--- config.mk ---
export PLATFORM = sky130hd
export DESIGN_NAME = tsb_top
export DESIGN_NICKNAME = d
export VERILOG_FILES = /design/src/logic/tsb_pkg.sv /design/src/logic/tsb_store.sv /design/src/logic/tsb_top.sv
export SDC_FILE = /design/constraint.sdc
export NUM_CORES = 1
export LEC_CHECK = 0
export BUFFER_PORTS_ARGS = -buffer_cell sky130_fd_sc_hd__buf_4
export CORE_ASPECT_RATIO = 0.75
export CORE_UTILIZATION = 61
export DETAILED_ROUTE_END_ITERATION = 16
export MAX_ROUTING_LAYER = met4
export PLACE_DENSITY = 0.79
export SKIP_CTS_REPAIR_TIMING = 1
export SYNTH_ARGS = -nofsm -noshare
export SYNTH_HDL_FRONTEND = slang
export SYNTH_SLANG_ARGS = --single-unit
--- constraint.sdc ---
create_clock -name REF_CLK -period 4.4 [get_ports REF_CLK]
set_input_delay 0.44 -clock REF_CLK [delete_from_list [all_inputs] [get_ports REF_CLK]]
set_output_delay 0.44 -clock REF_CLK [all_outputs]
set_load 0.01 [all_outputs]
--- src/logic/tsb_pkg.sv ---
// Constants and types for the transmit slip buffer with its status registers
package tsb_pkg;

  // Elastic store geometry: two frames of bytes
  localparam int unsigned DATA_W     = 8;
  localparam int unsigned FRAME_LEN  = 32;
  localparam int unsigned DEPTH      = 2 * FRAME_LEN;
  localparam int unsigned ADDR_W     = $clog2(DEPTH);
  localparam int unsigned PTR_W      = ADDR_W + 1;

  // Avalon-MM register map, byte addresses
  localparam int unsigned BUS_ADDR_W = 4;
  localparam logic [BUS_ADDR_W-1:0] OFS_IRQ_STATUS = 4'h0;
  localparam logic [BUS_ADDR_W-1:0] OFS_IRQ_MASK   = 4'h4;
  localparam logic [BUS_ADDR_W-1:0] OFS_LEVEL      = 4'h8;

  // Status and mask bit positions
  localparam int unsigned BIT_FULL  = 7;
  localparam int unsigned BIT_EMPTY = 6;
  localparam int unsigned BIT_SLIP  = 5;

  localparam logic [7:0]  STATUS_RESET = 8'h00;
  localparam logic [7:0]  MASK_RESET   = 8'h00;
  localparam logic [7:0]  EVENT_BITS   = 8'he0;

  // Slip events from the store, one-cycle pulses
  typedef struct packed {
    logic full;
    logic empty;
  } tsb_evt_s;

  // Register bus handshake states
  typedef enum logic [1:0] {
    BUS_IDLE = 2'b01,
    BUS_ACK  = 2'b10
  } tsb_bus_e;

endpackage : tsb_pkg

--- src/logic/tsb_store.sv ---
// Two-frame elastic store with frame deletion on overflow and frame replay on underflow
module tsb_store (
  // Clock and reset
  input  wire logic                          clk,
  input  wire logic                          srst,
  // Backplane write side
  input  wire logic                          wr_en,
  input  wire logic [tsb_pkg::DATA_W-1:0]    wr_data,
  // Line read side
  input  wire logic                          rd_en,
  output logic      [tsb_pkg::DATA_W-1:0]    rd_data,
  output logic                               rd_valid,
  // Status
  output logic      [tsb_pkg::PTR_W-1:0]     level,
  output tsb_pkg::tsb_evt_s                  evt
);

  localparam logic [tsb_pkg::PTR_W-1:0] FRAME_P = tsb_pkg::PTR_W'(tsb_pkg::FRAME_LEN);
  localparam logic [tsb_pkg::PTR_W-1:0] DEPTH_P = tsb_pkg::PTR_W'(tsb_pkg::DEPTH);

  logic [tsb_pkg::DATA_W-1:0] mem [tsb_pkg::DEPTH];
  logic [tsb_pkg::PTR_W-1:0]  wr_ptr_q, wr_ptr_d, rd_ptr_q, rd_ptr_d;
  logic [tsb_pkg::PTR_W-1:0]  rd_base, count;
  logic [tsb_pkg::DATA_W-1:0] rd_data_q, rd_data_d;
  logic                       rd_valid_q, rd_valid_d;
  tsb_pkg::tsb_evt_s          evt_q, evt_d;
  logic                       is_full, is_empty;

  assign count    = wr_ptr_q - rd_ptr_q;
  assign is_full  = (count == DEPTH_P);
  assign is_empty = (count == '0);

  always_comb begin
    wr_ptr_d   = wr_ptr_q;
    rd_base    = rd_ptr_q;
    rd_valid_d = 1'b0;
    rd_data_d  = rd_data_q;
    evt_d      = '0;
    // Overflow: drop the oldest whole frame to make room
    if (wr_en && is_full) begin
      rd_base    = rd_ptr_q + FRAME_P;
      evt_d.full = 1'b1;
    end
    // Underflow: step back one whole frame and send it again
    if (rd_en && is_empty) begin
      rd_base     = rd_ptr_q - FRAME_P;
      evt_d.empty = 1'b1;
    end
    rd_ptr_d = rd_base;
    if (wr_en) begin
      wr_ptr_d = wr_ptr_q + 1'b1;
    end
    if (rd_en) begin
      rd_data_d  = mem[rd_base[tsb_pkg::ADDR_W-1:0]];
      rd_valid_d = 1'b1;
      rd_ptr_d   = rd_base + 1'b1;
    end
  end

  always_ff @(posedge clk) begin
    if (wr_en) begin
      mem[wr_ptr_q[tsb_pkg::ADDR_W-1:0]] <= wr_data;
    end
  end

  always_ff @(posedge clk) begin
    if (srst) begin
      wr_ptr_q   <= '0;
      rd_ptr_q   <= '0;
      rd_data_q  <= '0;
      rd_valid_q <= 1'b0;
      evt_q      <= '0;
    end else begin
      wr_ptr_q   <= wr_ptr_d;
      rd_ptr_q   <= rd_ptr_d;
      rd_data_q  <= rd_data_d;
      rd_valid_q <= rd_valid_d;
      evt_q      <= evt_d;
    end
  end

  assign rd_data  = rd_data_q;
  assign rd_valid = rd_valid_q;
  assign level    = count;
  assign evt      = evt_q;

endmodule : tsb_store

--- src/logic/tsb_top.sv ---
// Transmit slip buffer with read-clear slip status, interrupt mask and Avalon-MM slave
// Function
// - Write into full store deletes one whole frame and sets full flag, bit 7.
// - Read from empty store repeats one whole frame and sets empty flag, bit 6.
// - Either deletion or repetition sets the slip flag, bit 5.
// - Flags show events since last status read and clear when read.
module tsb_top (
  // Clock and reset
  input  wire logic                              REF_CLK,
  input  wire logic                              SRST,
  // Avalon-MM slave
  input  wire logic [tsb_pkg::BUS_ADDR_W-1:0]    AVS_ADDRESS,
  input  wire logic                              AVS_READ,
  input  wire logic                              AVS_WRITE,
  input  wire logic [31:0]                       AVS_WRITEDATA,
  input  wire logic [3:0]                        AVS_BYTEENABLE,
  output logic      [31:0]                       AVS_READDATA,
  output logic                                   AVS_WAITREQUEST,
  // Backplane write side
  input  wire logic                              TX_WR_EN,
  input  wire logic [tsb_pkg::DATA_W-1:0]        TX_WR_DATA,
  // Line read side
  input  wire logic                              TX_RD_EN,
  output logic      [tsb_pkg::DATA_W-1:0]        TX_RD_DATA,
  output logic                                   TX_RD_VALID,
  // Interrupt
  output logic                                   IRQ
);

  tsb_pkg::tsb_bus_e           bus_q, bus_d;
  logic                        wait_q, wait_d;
  logic [31:0]                 rdata_q, rdata_d;
  logic [7:0]                  status_q, status_d;
  logic [7:0]                  mask_q, mask_d;
  logic [7:0]                  read_clr_q, read_clr_d;
  logic [7:0]                  set_bits, clr_bits;
  logic                        irq_q, irq_d;
  logic [tsb_pkg::PTR_W-1:0]   level;
  tsb_pkg::tsb_evt_s           evt;
  logic                        req, commit;

  tsb_store u_store (
    .clk      (REF_CLK),
    .srst     (SRST),
    .wr_en    (TX_WR_EN),
    .wr_data  (TX_WR_DATA),
    .rd_en    (TX_RD_EN),
    .rd_data  (TX_RD_DATA),
    .rd_valid (TX_RD_VALID),
    .level    (level),
    .evt      (evt)
  );

  assign req    = AVS_READ || AVS_WRITE;
  assign commit = req && (bus_q == tsb_pkg::BUS_ACK);

  // Bus handshake: sample on first edge, answer with waitrequest low for one cycle
  always_comb begin
    bus_d      = bus_q;
    wait_d     = 1'b1;
    rdata_d    = rdata_q;
    read_clr_d = read_clr_q;
    case (bus_q)
      tsb_pkg::BUS_IDLE: begin
        if (req) begin
          bus_d      = tsb_pkg::BUS_ACK;
          wait_d     = 1'b0;
          rdata_d    = '0;
          read_clr_d = '0;
          if (AVS_READ) begin
            if (AVS_ADDRESS == tsb_pkg::OFS_IRQ_STATUS) begin
              rdata_d[7:0] = status_q;
              read_clr_d   = status_q;
            end else if (AVS_ADDRESS == tsb_pkg::OFS_IRQ_MASK) begin
              rdata_d[7:0] = mask_q;
            end else if (AVS_ADDRESS == tsb_pkg::OFS_LEVEL) begin
              rdata_d[tsb_pkg::PTR_W-1:0] = level;
            end else begin
              rdata_d = '0;
            end
          end
        end
      end
      tsb_pkg::BUS_ACK: begin
        bus_d = tsb_pkg::BUS_IDLE;
      end
      default: begin
        bus_d = tsb_pkg::BUS_IDLE;
      end
    endcase
  end

  // Sticky slip flags: set wins over any clear in the same cycle
  always_comb begin
    set_bits                    = '0;
    set_bits[tsb_pkg::BIT_FULL]  = evt.full;
    set_bits[tsb_pkg::BIT_EMPTY] = evt.empty;
    set_bits[tsb_pkg::BIT_SLIP]  = evt.full || evt.empty;
    clr_bits = '0;
    if (commit && AVS_READ) begin
      // Only bits that were reported are cleared
      clr_bits = read_clr_q;
    end else if (commit && AVS_WRITE && AVS_ADDRESS == tsb_pkg::OFS_IRQ_STATUS && AVS_BYTEENABLE[0]) begin
      clr_bits = AVS_WRITEDATA[7:0];
    end
    status_d = ((status_q & ~clr_bits) | set_bits) & tsb_pkg::EVENT_BITS;
    mask_d   = mask_q;
    if (commit && AVS_WRITE && AVS_ADDRESS == tsb_pkg::OFS_IRQ_MASK && AVS_BYTEENABLE[0]) begin
      mask_d = AVS_WRITEDATA[7:0] & tsb_pkg::EVENT_BITS;
    end
    irq_d = |(status_d & mask_d);
  end

  always_ff @(posedge REF_CLK) begin
    if (SRST) begin
      bus_q      <= tsb_pkg::BUS_IDLE;
      wait_q     <= 1'b1;
      rdata_q    <= '0;
      read_clr_q <= '0;
      status_q   <= tsb_pkg::STATUS_RESET;
      mask_q     <= tsb_pkg::MASK_RESET;
      irq_q      <= 1'b0;
    end else begin
      bus_q      <= bus_d;
      wait_q     <= wait_d;
      rdata_q    <= rdata_d;
      read_clr_q <= read_clr_d;
      status_q   <= status_d;
      mask_q     <= mask_d;
      irq_q      <= irq_d;
    end
  end

  assign AVS_READDATA    = rdata_q;
  assign AVS_WAITREQUEST = wait_q;
  assign IRQ             = irq_q;

endmodule : tsb_top

* After elaboration in Yosys (flattened, before gate mapping)
Memories as Yosys holds them, arrays and structs flattened. A register that Yosys moved wholly into a read port is not among the register bits.
Index checks and enable logic that the tools add are counted.
Widths: inputs -> output; s select.
** Operators by class
- Mux-type cells :: 18
- Add/subtract/negate cells :: 5
- Equality and inequality tests :: 5
- Bitwise gates (word level) :: 5
- Reductions and logical operators :: 16
** Operators with widths (count)
- $mux 8 :: 8
- $mux 7 :: 4
- $and 8x8->8 :: 2
- $add 7x1->7 const B :: 2
- $logic_and 1x1->1 :: 9
- $not 8->8 :: 1
- $or 8x8->8 :: 1
- $reduce_or 8->1 :: 1
- $add 7x6->7 const B :: 1
- $eq 7x7->1 const B :: 1
- $logic_not 7->1 :: 1
- $sub 7x6->7 const B :: 1
- $sub 7x7->7 :: 1
- $mux 1 :: 6
- $eq 4x3->1 const B :: 1
- $eq 4x4->1 const B :: 1
- $logic_not 4->1 :: 1
- $eq 2x1->1 const B :: 1
- $eq 2x2->1 const B :: 1
- $logic_or 1x1->1 :: 2
- $reduce_and 2->1 :: 1
- $reduce_or 2->1 :: 1
- $not 1->1 :: 1
** Word-level totals
- Word-level logic and storage cells :: 63
- Output and inout port bits :: 43
- Bits in registers :: 77
- Memories :: 1
- Bits in writable memories :: 512
- Input bits :: 54
** Memories
- u_store.mem :: depth 64, width 8, rd ports 1, clocked after memory_dff 1, wr ports 1, line tsb_store.sv:21 : logic [tsb_pkg::DATA_W-1:0] mem [tsb_pkg::DEPTH];

* Depth between registers and ports, before layout
- Word-level depth :: 12
- Gate-level depth with buffers :: 13
- Gate-level depth less buffers :: 11

* Cells and area by module
A second synthesis with hierarchy kept.
** Second synthesis, totals
- Cell total of the unflattened synthesis :: 1161
- Area, all modules :: 22322.7 sq um
** Modules (own cells, without submodules)
- tsb_store :: times used 1, area each 21204.1 sq um, sequential area each 15875.2 sq um, cells an instance 1036
- tsb_top :: times used 1, area each 1118.6 sq um, sequential area each 420.4 sq um, cells an instance 125

* Worst setup path before layout
Ideal clock, no wire load.
- Kind :: register to register
- From :: register u_store.rd_ptr_q[2] (netlist bit)
- To :: register u_store.rd_ptr_q[6] (netlist bit)
- Cell stages (with the launch flop) :: 14
- Buffers on the path :: 4
- Setup time :: 0.073 ns
- Data arrival time :: 3.582 ns
- Path slack :: 0.744 ns
- Data required time :: 4.327 ns
- Period minus slack after synthesis :: 3.656 ns
- Cell sequence :: dfxtp_1 -> buf_2 -> clkinv_1 -> buf_1 -> buf_1 -> ha_1 -> a211o_1 -> a2111oi_2 -> nor4_2 -> a2111oi_4 -> xnor2_2 -> buf_6 -> a31oi_1 -> nor3_2
** Between the ends
- Longest elaborated chain between the ends :: 7
- Elaborated cells on any way between the ends :: 11
- Classes of those cells :: add/sub (4); eq/ne (1); mux (3); reduce/logical (3)
** Ends and longest elaborated chain
- start, declared :: line tsb_store.sv:22 : logic [tsb_pkg::PTR_W-1:0] wr_ptr_q, wr_ptr_d, rd_ptr_q, rd_ptr_d;
- start signal, assigned :: line tsb_store.sv:75 : rd_ptr_q <= rd_ptr_d;
- $sub 7x7->7 :: line tsb_store.sv:29 : assign count = wr_ptr_q - rd_ptr_q;
- $eq 7x7->1 :: line tsb_store.sv:30 : assign is_full = (count == DEPTH_P);
- $logic_and 1x1->1 :: line tsb_store.sv:40 : if (wr_en && is_full) begin
- $mux 7 :: line tsb_store.sv:40
- $mux 7 * :: line tsb_store.sv:45 : if (rd_en && is_empty) begin
- $add 7x1->7 :: line tsb_store.sv:56 : rd_ptr_d = rd_base + 1'b1;
- $mux 7 * :: line tsb_store.sv:53 : if (rd_en) begin
Every way passes the cells marked *; elsewhere a longest branch is shown, timed or not.
A chain may end at the register's enable or synchronous reset.

* Worst setup path in the final report
- From :: register u_store.rd_ptr_q[4] (netlist bit)
- To :: register u_store.rd_data_q (netlist bit u_store.rd_data[5]), read port of u_store.mem
** Between the ends
- Longest elaborated chain between the ends :: 5
- Elaborated cells on any way between the ends :: 9
- Classes of those cells :: add/sub (3); eq/ne (1); mux (2); reduce/logical (3)
** Ends and longest elaborated chain
- $sub 7x7->7 :: line tsb_store.sv:29
- $eq 7x7->1 :: line tsb_store.sv:30
- $logic_and 1x1->1 :: line tsb_store.sv:40
- $mux 7 :: line tsb_store.sv:40
- $mux 7 * :: line tsb_store.sv:45
- end, declared :: line tsb_store.sv:24 : logic [tsb_pkg::DATA_W-1:0] rd_data_q, rd_data_d;
Marked as above.

==> impl_metrics.env <==
export IMPL_chipHeight_um=168
export IMPL_detailedRoute_firstIterationViolations=1368
export IMPL_timing_fmax_mhz=267
export IMPL_period_share=0.851
export IMPL_ys_seq_area_frac=0.726
export IMPL_power_leakage_nw=7.82
export IMPL_clock_slew_seen_by_the_registers_of_the_worst_setup_and_hold_paths_ps=70
export IMPL_layout_core_utilization=0.683
export IMPL_synthDistinctLibCells=71
export IMPL_worst_slew_margin_rel=0.177
export IMPL_antenna_found_initial=0
export IMPL_detailed_place_hpwl_mm=28.7
export IMPL_crit_path_end_kind="register"
export IMPL_min_path_type="input port to register"
export IMPL_detail_route_first_pass_iterations=5
export IMPL_yosysWarningCount=0
export IMPL_pin_count_of_the_biggest_net_entering_global_routing=139
export IMPL_finalCriticalPeriod_ps=3740
export IMPL_route_detailed_vias_per_inst=6.64
export IMPL_worst_pin_slew_ps=1230
export IMPL_yosys_register_bits=558
export IMPL_die_width_um=224
export IMPL_cts_root_buffer="clkbuf_16"
export IMPL_most_common_cell_after_layout_fill_and_taps_aside="edfxtp_1"
export IMPL_port_buffer_count=40
export IMPL_wl_per_cell_um=27.5
export IMPL_cts_buffers_inserted=49
export IMPL_post_synth_main_area_contributors="edfxtp_1, mux4_2, dfxtp_1, mux2i_1, nor2_1"
export IMPL_slowest_stage_delay_cp_ps=820
export IMPL_placementRows=60
export IMPL_grt_total_usage=0.275
export IMPL_drv_slew=0
export IMPL_wl_mm=48.3
export IMPL_crit_path_top_delay_cell="xnor2_2"
export IMPL_worstPathCellList="clkinv_1 -> ha_1 -> o21a_1 -> a2111oi_4 -> nor4_2 -> a2111oi_4 -> xnor2_2 -> a211oi_1 -> a2111oi_1"
export IMPL_placement_cell_area_mm2=0.0230
export IMPL_total_power_mw=10.9
export IMPL_layout_common_cells="edfxtp_1, mux4_2, nor2_1"
export IMPL_layout_cell_area_non_filler_mm2=0.0246
export IMPL_crit_family="compound AO/OA/AOI/OAI gates"
export IMPL_crit_top_cell="a2111oi_4"
export IMPL_worstSetupStartpointType="register"
export IMPL_initial_core_util=0.623
export IMPL_yosysTopAreaCellShare=0.685
export IMPL_cp_max_fo=19
export IMPL_timing_setup_tns_ps=0
export IMPL_numPlacedInstances=1670
export IMPL_clock_sinks=558
export IMPL_antenna_left=0
export IMPL_synth_edff_count=512
export IMPL_gpl_final_weighted_congestion=0.861
export IMPL_post_layout_nonfiller_instances=1759
export IMPL_flow_area_growth_from_synthesis_pct=9.64
export IMPL_global_route_overflow_total=0
export IMPL_synthesis_area_per_instance_um2=18.4
export IMPL_worst_path_buf_inv=1
export IMPL_syn_inst=1222
export IMPL_grt_pass1_vias=11500
export IMPL_post_route_worst_setup_slack_ps=657
export IMPL_ios=97
export IMPL_tritoncts="built"
export IMPL_drive_above_1_share=0.214
export IMPL_clock_skew_ps=14.0
export IMPL_critPathArrivalTime_ps=4190
export IMPL_synth_area_mm2=0.0225
export IMPL_synth_area_leader_cell="edfxtp_1"
export IMPL_die_area_mm2=0.0376
export IMPL_ys_flop_type="edfxtp_1"
export IMPL_floorplan_core_area_mm2=0.0360
export IMPL_cts_htree_levels=2
export IMPL_synthArstFlopShare=0
export IMPL_number_of_failing_setup_endpoints_in_the_final_timing_report=0
export IMPL_cp_required_ps=4840
export IMPL_preCtsSetupSlack_ps=811
export IMPL_unrepaired_setup_endpoints_after_global_routing="false"
export IMPL_worst_ir_drop_vdd_mv=0.390
export IMPL_clockBufferDepth=3
export IMPL_run_status="completed"
export IMPL_fin_nets=1319
export IMPL_timing_final_hold_violations=0
export IMPL_clkLatencyLatePin_ps=570
export IMPL_grt_first_pass_wirelength_mm=72.5
export IMPL_vias=11700
export IMPL_final_hold_worst_slack_ps=135
export IMPL_n_diodes=0
export IMPL_critPathKind="register to register"
export IMPL_timing_max_cap_violations=0
export IMPL_power_density_over_the_cells_mw_per_mm2=444
export IMPL_drcViolationCount=0
cell families (layout without fill, tap and decap cells):
logic type	Yosys count	count (layout)	synth area share
muxes	182	182	0.148
xor gates and xnor gates	16	16	0.00691
buffers and inverters	104	153	0.0238
other	1	24	0.000167
DFF	558	558	0.726
adders and majority gates	9	9	0.00535
and+or+nand+nor	236	236	0.0506
AOI/OAI and AO/OA	116	116	0.0393
worst paths after layout:
check / depth (start not counted) / startpoint / to / slack, ps
worst min-delay path: 3 / AVS_WRITEDATA[6] / mask_q[6]$_SDFF_PP0_ / 130
worst min register to register: 2 / read_clr_q[7]$_SDFFE_PP0P_ / read_clr_q[7]$_SDFFE_PP0P_ / 460
worst max register to register: 9 / u_store.rd_ptr_q[4]$_SDFFE_PP0P_ / u_store.rd_data[5]$_SDFFE_PP0P_ / 660
worst max-delay path: 9 / u_store.rd_ptr_q[4]$_SDFFE_PP0P_ / u_store.rd_data[5]$_SDFFE_PP0P_ / 660
cells in the mapped netlist (3+ instances only):
| cell type | number |
|---|---|
| a2111oi_0 | 6 |
| a211oi_1 | 10 |
| a21oi_1 | 14 |
| a221oi_1 | 3 |
| a22oi_1 | 6 |
| a31oi_1 | 7 |
| and2_1 | 7 |
| and3_1 | 4 |
| buf_1 | 10 |
| buf_2 | 16 |
| buf_4 | 31 |
| clkbuf_1 | 32 |
| dfxtp_1 | 46 |
| edfxtp_1 | 512 |
| ha_1 | 8 |
| inv_1 | 12 |
| mux2_2 | 21 |
| mux2i_1 | 43 |
| mux4_2 | 118 |
| nand2_1 | 45 |
| nand2b_1 | 10 |
| nand3_1 | 14 |
| nand4_1 | 3 |
| nor2_1 | 99 |
| nor2b_1 | 15 |
| nor3_1 | 10 |
| nor4_1 | 5 |
| nor4_2 | 3 |
| o211ai_1 | 4 |
| o21ai_0 | 9 |
| o221ai_1 | 6 |
| o22ai_1 | 20 |
| o311ai_1 | 5 |
| or3_1 | 4 |
| or3b_2 | 4 |
| xnor2_1 | 9 |
| xor2_1 | 5 |
worst min-delay path: cells and delay by family:
family        cells  cell delay (ps)
simple gates      1               70
buf+inv           1               80
mux               1               60
power by group:
group | leakage (nW) | switching [mW] | internal [mW]
logic | 2.06 | 0.501 | 0.348
clock network | 0.778 | 1.84 | 2.38
registers | 4.98 | 0.0363 | 5.82
registers in the layout, summed over array words and instances (netlist names):
| register | count |
|---|---|
| mask_q | 3 |
| AVS_WAITREQUEST | 1 |
| u_store.rd_ptr_q | 7 |
| IRQ | 1 |
| u_store.evt | 2 |
| bus_q | 2 |
| read_clr_q | 3 |
| u_store.rd_valid | 1 |
| AVS_READDATA | 8 |
| u_store.wr_ptr_q | 7 |
| status_q | 3 |
| u_store.mem | 512 |
| u_store.rd_data | 8 |
routing by layer:
metal | track usage | share of wire
met1 | 0.387 | 0.41
met2 | 0.407 | 0.46
met3 | 0.0588 | 0.10
met4 | 0.0884 | 0.031
met5 | - | 0
layout make-up:
class | count | area [um2]
Multi-Input combinational cell | 583 | 5710
Fill cell | 2288 | 11400
Tap cell | 465 | 582
Clock buffer | 61 | 1330
Timing Repair Buffer | 50 | 400
Sequential cell | 558 | 16300
Inverter | 14 | 52.6
Clock inverter | 28 | 234
No activity file was read; power rests on OpenSTA's default activity.
